`src/pss_pkg.sv`:
```
/*
  Shared constants for the program sequencer: widths, phase codes,
  register offsets and field positions, reset and interrupt vectors.
  Assumes a 12-bit APB byte address and 32-bit data.
*/
package pss_pkg;

  // Core widths
  localparam int PC_W     = 12;
  localparam int PAGE_W   = 8;
  localparam int INSN_W   = 16;
  localparam int NUM_IRQ  = 6;
  localparam int STK_DEP  = 8;
  localparam int STK_IW   = 3;
  localparam int APB_AW   = 12;
  localparam int APB_DW   = 32;

  // Instruction cycle phases, one instruction cycle is CYCLE_PHASES
  typedef enum logic [1:0] {
    PSS_T1 = 2'b00,
    PSS_T2 = 2'b01,
    PSS_T3 = 2'b10,
    PSS_T4 = 2'b11
  } pss_phase_t;

  // Register byte offsets
  localparam logic [APB_AW-1:0] OFS_PCL    = 12'h000;
  localparam logic [APB_AW-1:0] OFS_STATUS = 12'h004;
  localparam logic [APB_AW-1:0] OFS_IRQ_EN = 12'h008;
  localparam logic [APB_AW-1:0] OFS_CTRL   = 12'h00C;

  // Field positions
  localparam int STATUS_PHASE_LSB = 8;
  localparam int CTRL_GIE_BIT     = 0;

  // Reset values and counter steps
  localparam logic [PC_W-1:0]    PC_RESET   = 12'h000;
  localparam logic [NUM_IRQ-1:0] EN_RESET   = 6'h00;
  localparam logic               GIE_RESET  = 1'b0;
  localparam logic [PC_W-1:0]    PC_STEP    = 12'h001;
  localparam logic [PC_W-1:0]    PC_SKIP    = 12'h002;

  // Vectors, lowest index has highest priority
  localparam logic [PC_W-1:0] VEC_RESET = 12'h000;
  localparam logic [PC_W-1:0] VECTORS [NUM_IRQ] = '{
    12'h004,  // External pin
    12'h008,  // Timer 0 overflow
    12'h00C,  // Timer 1 overflow
    12'h010,  // Tone receiver
    12'h014,  // Real-time clock
    12'h018   // Multi-function
  };

endpackage

```
`src/pss_return_stack.sv`:
```
/*
  Eight-level return stack holding program counter values only.
  Assumes push and pop never arrive together; no software path exists.
*/
`timescale 1ns/100ps
module pss_return_stack #(
  parameter int DEPTH = pss_pkg::STK_DEP,
  parameter int AW    = pss_pkg::PC_W,
  parameter int IW    = pss_pkg::STK_IW
) (
  input  wire logic          pclk,
  input  wire logic          presetn,
  input  wire logic          ce,
  input  wire logic          push,
  input  wire logic          pop,
  input  wire logic [AW-1:0] push_data,
  output logic      [AW-1:0] top_data,
  output logic               full
);

  logic [AW-1:0] mem [DEPTH];
  logic [IW-1:0] stack_index_reg;
  logic [IW:0]   count_reg;
  logic [IW-1:0] index_up;
  logic [IW-1:0] index_dn;

  // Wrapping index arithmetic
  assign index_up = (stack_index_reg == IW'(DEPTH - 1)) ? '0
                    : stack_index_reg + IW'(1);
  assign index_dn = (stack_index_reg == '0) ? IW'(DEPTH - 1)
                    : stack_index_reg - IW'(1);
  assign top_data = mem[index_dn];
  assign full     = (count_reg == (IW + 1)'(DEPTH));

  // Entry storage
  always_ff @(posedge pclk)
  begin
    if (ce && push)
      mem[stack_index_reg] <= push_data;
  end

  // Index and fill level; reset points at the empty top
  always_ff @(posedge pclk or negedge presetn)
  begin
    if (!presetn)
    begin
      stack_index_reg <= '0;
      count_reg       <= '0;
    end
    else if (ce && push)
    begin
      stack_index_reg <= index_up;
      if (!full)
        count_reg <= count_reg + (IW + 1)'(1);
    end
    else if (ce && pop)
    begin
      stack_index_reg <= index_dn;
      if (count_reg != '0)
        count_reg <= count_reg - (IW + 1)'(1);
    end
  end

endmodule

```
`src/pss_sequencer.sv`:
```
/*
  Program sequencer: four-phase cycle, fetch/execute overlap, program
  counter loads, return stack, interrupt hold-off, APB register slave.
  Assumes an outside decoder drives dec_* from exec_insn, and program
  memory presents the word at imem_addr before the end of T4.
*/
// Added by the designer: the APB slave port and the register addresses.
`timescale 1ns/100ps
module pss_sequencer #(
  parameter int PC_W    = pss_pkg::PC_W,
  parameter int NUM_IRQ = pss_pkg::NUM_IRQ
) (
  input  wire logic                        pclk,
  input  wire logic                        presetn,
  input  wire logic                        ce,
  input  wire logic                        psel,
  input  wire logic                        penable,
  input  wire logic                        pwrite,
  input  wire logic [pss_pkg::APB_AW-1:0]  paddr,
  input  wire logic [pss_pkg::APB_DW-1:0]  pwdata,
  output logic      [pss_pkg::APB_DW-1:0]  prdata,
  output logic                             pready,
  output logic                             pslverr,
  output logic      [PC_W-1:0]             imem_addr,
  input  wire logic [pss_pkg::INSN_W-1:0]  imem_data,
  output logic      [pss_pkg::INSN_W-1:0]  exec_insn,
  output logic                             exec_valid,
  output logic      [3:0]                  cycle_phases,
  input  wire logic                        dec_jump,
  input  wire logic                        dec_call,
  input  wire logic                        dec_ret,
  input  wire logic                        dec_return_from_interrupt_insn,
  input  wire logic                        dec_skip,
  input  wire logic [NUM_IRQ-1:0]          irq_req,
  output logic                             int_ack
);

  pss_pkg::pss_phase_t        phase_reg;
  logic [PC_W-1:0]            pc_reg, pc_next, vec_addr, stack_top;
  logic [NUM_IRQ-1:0]         pend_reg, en_reg, ack_vec;
  logic [pss_pkg::PAGE_W-1:0] pcl_data_reg;
  logic [pss_pkg::APB_DW-1:0] rd_mux;
  logic                       first_reg, gie_reg, pcl_pend_reg, rd_ok_reg;
  logic                       hit, apb_wr, bnd, branch, flush, stack_full;
  logic                       do_jump, do_call, do_ret, do_return_from_interrupt_insn, do_skip;
  logic                       take_int, take_pcl;

  // Boundary at the end of T4; executed class, jump first
  assign bnd = ce && (phase_reg == pss_pkg::PSS_T4);
  assign do_jump = exec_valid && dec_jump;
  assign do_call = exec_valid && dec_call && !dec_jump;
  assign do_ret  = exec_valid && dec_ret && !dec_jump && !dec_call;
  assign do_return_from_interrupt_insn = exec_valid && dec_return_from_interrupt_insn && !dec_jump && !dec_call
                   && !dec_ret;
  assign do_skip = exec_valid && dec_skip && !dec_jump && !dec_call
                   && !dec_ret && !dec_return_from_interrupt_insn;
  assign branch  = do_jump || do_call || do_ret || do_return_from_interrupt_insn || do_skip;

  // Low byte write waits for a branch-free boundary; interrupt needs room
  assign take_pcl = pcl_pend_reg && !branch;
  assign take_int = gie_reg && (|pend_reg) && !stack_full
                    && !branch && !pcl_pend_reg;
  assign flush    = branch || take_int || take_pcl || first_reg;

  // Priority pick of the pending source and its vector
  always_comb
  begin
    ack_vec  = '0;
    vec_addr = pss_pkg::VEC_RESET;
    for (int i = NUM_IRQ - 1; i >= 0; i--)
    begin
      if (pend_reg[i])
      begin
        ack_vec  = NUM_IRQ'(1) << i;
        vec_addr = pss_pkg::VECTORS[i];
      end
    end
  end

  // Address of the next fetch
  always_comb
  begin
    pc_next = pc_reg;
    if (do_jump || do_call)
      pc_next = exec_insn[PC_W-1:0];
    else if (do_ret || do_return_from_interrupt_insn)
      pc_next = stack_top;
    else if (do_skip)
      pc_next = pc_reg;
    else if (take_int)
      pc_next = vec_addr;
    else if (take_pcl)
      pc_next = {pc_reg[PC_W-1:pss_pkg::PAGE_W], pcl_data_reg};
  end

  // Phase generator
  always_ff @(posedge pclk or negedge presetn)
  begin
    if (!presetn)
      phase_reg <= pss_pkg::PSS_T1;
    else if (ce)
    begin
      unique case (phase_reg)
        pss_pkg::PSS_T1: phase_reg <= pss_pkg::PSS_T2;
        pss_pkg::PSS_T2: phase_reg <= pss_pkg::PSS_T3;
        pss_pkg::PSS_T3: phase_reg <= pss_pkg::PSS_T4;
        pss_pkg::PSS_T4: phase_reg <= pss_pkg::PSS_T1;
      endcase
    end
  end

  // Phase strobes, one-hot CYCLE_PHASES
  always_ff @(posedge pclk or negedge presetn)
  begin
    if (!presetn)
      cycle_phases <= 4'h1;
    else if (ce)
      cycle_phases <= {cycle_phases[2:0], cycle_phases[3]};
  end

  // Fetch and counter increment at the start of T1
  always_ff @(posedge pclk or negedge presetn)
  begin
    if (!presetn)
    begin
      pc_reg    <= pss_pkg::PC_RESET;
      imem_addr <= pss_pkg::PC_RESET;
      first_reg <= 1'b1;
    end
    else if (bnd)
    begin
      imem_addr <= pc_next;
      pc_reg    <= pc_next + pss_pkg::PC_STEP;
      first_reg <= 1'b0;
    end
  end

  // Prefetched word moves to execute; flushed slots become empty cycles
  always_ff @(posedge pclk or negedge presetn)
  begin
    if (!presetn)
    begin
      exec_insn  <= '0;
      exec_valid <= 1'b0;
    end
    else if (bnd)
    begin
      exec_insn  <= imem_data;
      exec_valid <= !flush;
    end
  end

  // Return stack, index kept inside and never mapped
  pss_return_stack #(
    .DEPTH (pss_pkg::STK_DEP),
    .AW    (PC_W),
    .IW    (pss_pkg::STK_IW)
  ) u_stack (
    .pclk      (pclk),
    .presetn   (presetn),
    .ce        (ce),
    .push      (bnd && (do_call || take_int)),
    .pop       (bnd && (do_ret || do_return_from_interrupt_insn)),
    .push_data (imem_addr),
    .top_data  (stack_top),
    .full      (stack_full)
  );

  // Pending flags: enabled requests latch even when the stack is full
  always_ff @(posedge pclk or negedge presetn)
  begin
    if (!presetn)
      pend_reg <= '0;
    else if (ce)
    begin
      for (int i = 0; i < NUM_IRQ; i++)
      begin
        if (irq_req[i] && en_reg[i])
          pend_reg[i] <= 1'b1;
        else if ((bnd && take_int && ack_vec[i])
                 || (apb_wr && paddr == pss_pkg::OFS_STATUS
                     && pwdata[i]))
          pend_reg[i] <= 1'b0;
      end
    end
  end

  // Acknowledge pulse during the first T1 of the vector jump
  always_ff @(posedge pclk or negedge presetn)
  begin
    if (!presetn)
      int_ack <= 1'b0;
    else if (ce)
      int_ack <= bnd && take_int;
  end

  // Source enables and global enable
  always_ff @(posedge pclk or negedge presetn)
  begin
    if (!presetn)
    begin
      en_reg  <= pss_pkg::EN_RESET;
      gie_reg <= pss_pkg::GIE_RESET;
    end
    else if (ce)
    begin
      if (apb_wr && paddr == pss_pkg::OFS_IRQ_EN)
        en_reg <= pwdata[NUM_IRQ-1:0];
      if (bnd && take_int)
        gie_reg <= 1'b0;
      else if (bnd && do_return_from_interrupt_insn)
        gie_reg <= 1'b1;
      else if (apb_wr && paddr == pss_pkg::OFS_CTRL)
        gie_reg <= pwdata[pss_pkg::CTRL_GIE_BIT];
    end
  end

  // Low byte write held until the next usable boundary
  always_ff @(posedge pclk or negedge presetn)
  begin
    if (!presetn)
    begin
      pcl_pend_reg <= 1'b0;
      pcl_data_reg <= '0;
    end
    else if (ce)
    begin
      if (apb_wr && paddr == pss_pkg::OFS_PCL)
      begin
        pcl_pend_reg <= 1'b1;
        pcl_data_reg <= pwdata[pss_pkg::PAGE_W-1:0];
      end
      else if (bnd && take_pcl)
        pcl_pend_reg <= 1'b0;
    end
  end

  // APB decode and handshake
  assign hit = (paddr == pss_pkg::OFS_PCL) || (paddr == pss_pkg::OFS_STATUS)
               || (paddr == pss_pkg::OFS_IRQ_EN)
               || (paddr == pss_pkg::OFS_CTRL);
  assign pready  = psel && penable && ce && rd_ok_reg;
  assign pslverr = pready && !hit;
  assign apb_wr  = pready && pwrite && hit;

  // Read multiplexer
  always_comb
  begin
    rd_mux = '0;
    unique case (paddr)
      pss_pkg::OFS_PCL:    rd_mux[pss_pkg::PAGE_W-1:0] =
                             pc_reg[pss_pkg::PAGE_W-1:0];
      pss_pkg::OFS_STATUS:
      begin
        rd_mux[NUM_IRQ-1:0] = pend_reg;
        rd_mux[pss_pkg::STATUS_PHASE_LSB +: 2] = phase_reg;
      end
      pss_pkg::OFS_IRQ_EN: rd_mux[NUM_IRQ-1:0] = en_reg;
      pss_pkg::OFS_CTRL:   rd_mux[pss_pkg::CTRL_GIE_BIT] = gie_reg;
      default:             rd_mux = '0;
    endcase
  end

  // Read data captured while selected; one sampled cycle arms pready
  always_ff @(posedge pclk or negedge presetn)
  begin
    if (!presetn)
    begin
      prdata    <= '0;
      rd_ok_reg <= 1'b0;
    end
    else if (ce)
    begin
      rd_ok_reg <= psel && !pready;
      if (psel && !pready)
        prdata <= rd_mux;
    end
  end
endmodule

```
`config.mk`:
```
export PLATFORM = sky130hd
export DESIGN_NAME = pss_sequencer
export DESIGN_NICKNAME = d
export VERILOG_FILES = /design/src/pss_pkg.sv /design/src/pss_return_stack.sv /design/src/pss_sequencer.sv
export SDC_FILE = /design/constraint.sdc
export NUM_CORES = 1
export LEC_CHECK = 0
export BUFFER_PORTS_ARGS = -buffer_cell sky130_fd_sc_hd__buf_2
export CAP_MARGIN = 40
export CORE_ASPECT_RATIO = 0.8
export CORE_MARGIN = 5
export CORE_UTILIZATION = 49
export CTS_BUF_LIST = sky130_fd_sc_hd__clkbuf_4 sky130_fd_sc_hd__clkbuf_8
export CTS_CLUSTER_DIAMETER = 100
export DETAILED_ROUTE_END_ITERATION = 12
export PLACE_DENSITY = 0.67
export SYNTH_ARGS = -nofsm -noshare
export SYNTH_HDL_FRONTEND = slang
export SYNTH_SLANG_ARGS = --single-unit
export TNS_END_PERCENT = 20
```
`constraint.sdc`:
```
create_clock -name pclk -period 4.7 [get_ports pclk]
set_input_delay 0.235 -clock pclk [delete_from_list [all_inputs] [get_ports pclk]]
set_output_delay 0.235 -clock pclk [all_outputs]
set_load 0.005 [all_outputs]
```
Yosys cells after proc, flatten, opt, wreduce, memory -nomap -nowiden

Memories as Yosys holds them, arrays and structs flattened.
Index checks and enable logic that the tools add are counted.

Bits of input ports: 77
Bits in writable memories: 96
Output and inout bits: 68
Register bits: 89
Memories kept: 1
Logic and storage cells: 198

Memories:

| name        | words | bits a word | rd ports | clocked after memory_dff | write ports | line                   | text |
|---|---|---|---|---|---|---|---|
| u_stack.mem | 8     | 12          | 1        | 0                        | 1           | pss_return_stack.sv:21 | `logic [AW-1:0] mem [DEPTH];` |

Reduce and logical (&&, ||, !) cells: 112
Add/subtract/negate cells: 5
Muxes and demuxes: 49
Equality and inequality tests: 9

Operator list:

| operator                | count |
|---|---|
| $logic_and A1 B1 Y1     | 57 |
| $mux W12                | 4 |
| $mux W6                 | 6 |
| $mux W5                 | 6 |
| $eq A12 B4 Y1 const B   | 2 |
| $reduce_and A2 Y1       | 11 |
| $mux W1                 | 19 |
| $logic_or A1 B1 Y1      | 18 |
| $reduce_bool A2 Y1      | 9 |
| $mux W4                 | 4 |
| $pmux W5 S3             | 1 |
| $add A12 B1 Y12 const B | 1 |
| $eq A12 B3 Y1 const B   | 1 |
| $logic_not A12 Y1       | 1 |
| $mux W3                 | 4 |
| $logic_not A1 Y1        | 10 |
| $mux W8                 | 1 |
| $pmux W2 S4             | 1 |
| $reduce_or A6 Y1        | 1 |
| $add A4 B1 Y4 const B   | 1 |
| $eq A2 B2 Y1 const B    | 2 |
| $eq A4 B4 Y1 const B    | 1 |
| $mux W2                 | 2 |
| $pmux W1 S4             | 1 |
| 11 further kinds        | 11 |

Depth between registers and ports, before layout

Depth after elaboration: 14
Gate-level depth with buffers: 15

Hierarchy

A second synthesis with hierarchy kept.

Cell total of the unflattened synthesis: 739
Area, all modules: 8942.3 µm²

By module, submodules not included:

| module           | seq. area each (µm²) | area each (µm²) | cells an instance | instances |
|---|---|---|---|---|
| pss_sequencer    | 2054.5               | 4489.3          | 471               | 1 |
| pss_return_stack | 3057.9               | 4453.0          | 268               | 1 |

Worst setup path before layout

No wires, ideal clock.

Path type: reg-to-reg
From: register u_stack.stack_index_reg[0]
To: register pc_reg[11]
Slack: 1.036 ns
Data arrival time: 3.582 ns
Buffers on the path: 3
Clock period less this slack: 3.664 ns
Setup time: 0.082 ns
Required time: 4.618 ns
Cell stages (with the launch flop): 15
Cell sequence: dfrtp_1 > buf_2 > inv_1 > ha_1 > ha_1 > buf_2 > clkbuf_1 > nand3b_1 > o2bb2ai_1 > a211oi_1 > a211oi_1 > nand3_4 > or4_4 > or4_1 > a31oi_1

Longest elaborated chain between the ends: 6
Elaborated cells between the ends (all ways): 7
Classes of those cells: add/sub: 2; mux: 3; reduce/logical: 1; memory: 1

RTL lines:

| item                                                     | line                                           | text |
|---|---|---|
| start: declaration                                       | pss_return_stack.sv:22                         | `logic [IW-1:0] stack_index_reg;` |
| start signal: assignment                                 | pss_return_stack.sv:52                         | `stack_index_reg <= index_up;` |
| start signal: assignment                                 | pss_return_stack.sv:58                         | `stack_index_reg <= index_dn;` |
| $sub A3 B1 Y3 / $logic_not A3 Y1 (equally long branches) | pss_return_stack.sv:31, pss_return_stack.sv:30 |  |
| $mux W3 *                                                | pss_return_stack.sv:30                         | `assign index_dn = (stack_index_reg == '0) ? IW'(DEPTH - 1)` |
| $mem_v2 Z8 W12 *                                         | n/a                                            |  |
| $mux W12 *                                               | pss_sequencer.sv:86                            | `else if (do_ret \|\| do_return_from_interrupt_insn)` |
| $mux W12 *                                               | pss_sequencer.sv:84                            | `if (do_jump \|\| do_call)` |
| $add A12 B1 Y12 *                                        | pss_sequencer.sv:133                           | `pc_reg <= pc_next + pss_pkg::PC_STEP;` |
| end signal: assignment                                   | pss_sequencer.sv:126                           | `pc_reg <= pss_pkg::PC_RESET;` |
| end signal: assignment                                   | pss_sequencer.sv:133                           |  |
| end: declaration                                         | pss_sequencer.sv:39                            | `logic [PC_W-1:0] pc_reg, pc_next, vec_addr, stack_top;` |

Mark *: on every way between the ends. The rest lies on a longest branch, timed or not.
A chain may end at the register's enable or synchronous reset.

Final worst setup path

From: register u_stack.stack_index_reg[1]
To: register pc_reg[11]

Same word-level chain as after synthesis.

==> results.yml <==
status:
  status: "finished clean"
detailed_routing:
  firstDrtPassIters: 6
  vias: 6359
  post-route-drc-count: 0
  ant_nets: 0
  initialDrtViolationCount: 641
  wl_per_cell_um: 19.7
  drt-total-wl_mm: 21.8
  vias_per_cell: 5.74
global_routing:
  grt_max_degree: 68
  grt_antenna_before_repair: 0
  grt_pass1_vias: 6295
  overflow: 0
  grtUsageTotal_pct: 21.4
  grt_pass1_wl_mm: 34.4
yosys:
  syn_inst: 739
  yosysSeqAreaShare_pct: 58.2
  synth_top_area_share_pct: 32.8
  synthTopCellsByArea: "edfxtp_1, dfrtp_1, nand2_1"
  synth_cell_types: 88
  ys.warnings.count: 0
  async_reset_ff_share_pct: 48.1
  yosysTopAreaCell: "edfxtp_1"
  syn-cell-area_mm2: 0.00878
  synth.avg_cell_area_um2: 11.9
  synth_edf_count: 96
  synth_flop_cell: "edfxtp_1"
  synth_seq_cells: 185
clock_tree:
  clk_path_buf_depth: 2
  ctsHoldBuffers: 26
  clock-sinks: 185
  clk_pin_slew_worst_paths_ns: 0.11
  htreeDepth: 4
  post_cts_buffers: 0
  cts_tree: "done"
  post_cts_resized: 0
  clock_latency_ns: 0.47
  cts_inserted_buffers: 17
  root_buffer: "clkbuf_8"
floorplan:
  die_area_mm2: 0.0207
  num_rows: 43
  die_x_um: 160
  io_pins: 145
  start_util_pct: 50.2
  design.core.area_mm2: 0.0175
  die_h_um: 130
finish:
  fin_cells: 1107
  nets: 957
  antenna_cells: 0
  final_cell_mix: "nand2_1, buf_2, edfxtp_1, dfrtp_1, o21ai_0"
  fillCellCount: 1406
  synthToLayoutAreaGrowth_pct: 16.3
  top_regs: "u_stack.mem (96), exec_insn (16)"
  drive_above_1_share_pct: 23.5
  final_common_cell: "nand2_1"
  regMostFlops: "u_stack.mem"
  largest_register_ff_count: 96
  multiInputGateArea_mm2: 0.00340
  regArea_mm2: 0.00511
timing:
  rsz0062_at_grt: "no"
  fmax_mhz: 250
  tightest_slew_ns: 0.897
  slew_headroom_pct: 40.1
  clock-skew-final_ns: 0.0166
  fin_crit_ns: 4.01
  post-route-period-util_pct: 85.2
  hold_violations: 0
  drv_slew: 0
  setup_violations: 0
  tns_ns: 0
critical_path:
  end_kind: "register"
  worstPathMaxFanout: 16
  critical_path_class: "reg -> reg"
  cp.arrival_ns: 4.41
  worstPathRequired_ns: 5.10
  cp-start-kind: "register"
pwr:
  pwr-share-clk_pct: 21.7
  power.switching_w: 0.00208
  finalPower_w: 0.00541
  combPwrFrac_pct: 36.2
  p_seq_share_pct: 42.1
  peakVddDrop_v: 0.000310
  power_leakage_nw: 4.32
  p_sw_share_pct: 38.4
  p_per_area_mw_per_mm2: 530
  p_int_w: 0.00334
place:
  io_buffers: 98
  dp_cells: 1049
  hpwl_mm: 15.5
  gp_congestion: 0.872
hold_path:
  hp-class: "in -> reg"
run:
  maxCapViolations: 0
## cells in the mapped netlist (3+ instances only)
| cell type | number |
|---|---|
| inv_1 | 14 |
| buf_2 | 7 |
| o2bb2ai_1 | 3 |
| a21oi_1 | 19 |
| o21ai_0 | 35 |
| o32ai_1 | 4 |
| a22o_1 | 6 |
| edfxtp_1 | 96 |
| a32o_1 | 3 |
| nand3_1 | 16 |
| a22oi_1 | 5 |
| xnor2_1 | 10 |
| o211ai_1 | 6 |
| clkbuf_1 | 20 |
| nor4_1 | 5 |
| buf_4 | 23 |
| dfrtp_1 | 87 |
| nor3_1 | 15 |
| mux4_2 | 9 |
| a31oi_1 | 4 |
| buf_1 | 5 |
| a221oi_1 | 4 |
| nor3b_1 | 4 |
| nor2_1 | 30 |
| nand3b_1 | 4 |
| mux2_2 | 21 |
| nand2_1 | 139 |
| a211o_1 | 3 |
| a21o_1 | 6 |
| a211oi_1 | 9 |
| a41oi_1 | 3 |
| mux2i_1 | 26 |
| nor2b_1 | 10 |
| and2_1 | 6 |
| nand2b_1 | 9 |
| ha_1 | 10 |
## cell type report
type	count	share of cell area, %
sequential	185	50.0
multi-input combinational	504	33.3
timing repair buffer	146	8.97
tap	225	2.76
clock buffer	17	2.29
clock inverter	15	2.12
inverter	15	0.551
## kinds of logic (layout without fill, tap and decap cells)
family	after synthesis	count (layout)	synth area share, %
other	1	22	0.0427
AO/OA/AOI/OAI	137	137	11.5
XOR/XNOR	12	12	1.20
adder cells (fa/ha/maj)	11	11	1.65
AND/OR/NAND/NOR	264	264	14.6
multiplexers	58	58	8.56
flip-flops	185	185	58.2
buffers and inverters	71	193	4.20
## power by group through the flow
stage          combinational (W)  sequential [W]  clock [W]
2_1_floorplan            0.00136         0.00221          0
3_3_place_gp             0.00187         0.00229          0
3_5_place_dp             0.00192         0.00231          0
4_1_cts                  0.00195         0.00228    0.00119
5_1_grt                  0.00214         0.00231    0.00126
6_report                 0.00196         0.00228    0.00117
## worst max-delay path, stage by stage (launching register included)
cell      delay [ns]
dfrtp_1         0.52
inv_1           0.14
ha_1            0.21
ha_1            0.53
buf_4           0.34
mux4_2          0.24
mux2i_1         0.08
a211oi_1        0.52
nand2_1         0.14
or4_4           0.54
or4_1           0.50
a31oi_1         0.17
## per-layer routing
| metal | part of all wire (%) | global-route usage, % |
|---|---|---|
| met1 | 47 | 30.9 |
| met2 | 45 | 33.1 |
| met3 | 6.9 | 4.67 |
| met4 | 1.4 | 6.28 |
| met5 | 0 | 0 |
## metrics by stage
stage	hold slack, ns	cell area (um^2)	setup slack (ns)	util [%]
detailed placement	0.142	9500	0.767	54.4
global placement	0.133	9490	0.867	54.3
CTS	0.00215	10200	0.721	58.4
floorplan	-0.0606	8860	1.04	-
finish	0.0293	10200	0.694	58.4
global route	0.0125	10200	0.548	58.4
## path summary, 6_finish.rpt
kind	from	end	slack, ns	cells past startpoint
worst min-delay path	pwdata[1]	pcl_data_reg[1]	0.03	2
worst min register to register	prdata[8]	prdata[8]	0.49	2
worst max-delay path	u_stack.stack_index_reg[1]	pc_reg[11]	0.69	11
max in group asynchronous	presetn	pend_reg[5]	3.36	3
min in group asynchronous	presetn	prdata[3]	0.17	2
worst max register to register	u_stack.stack_index_reg[1]	pc_reg[11]	0.69	11
Note: power is estimated with default switching activity, not from simulation.
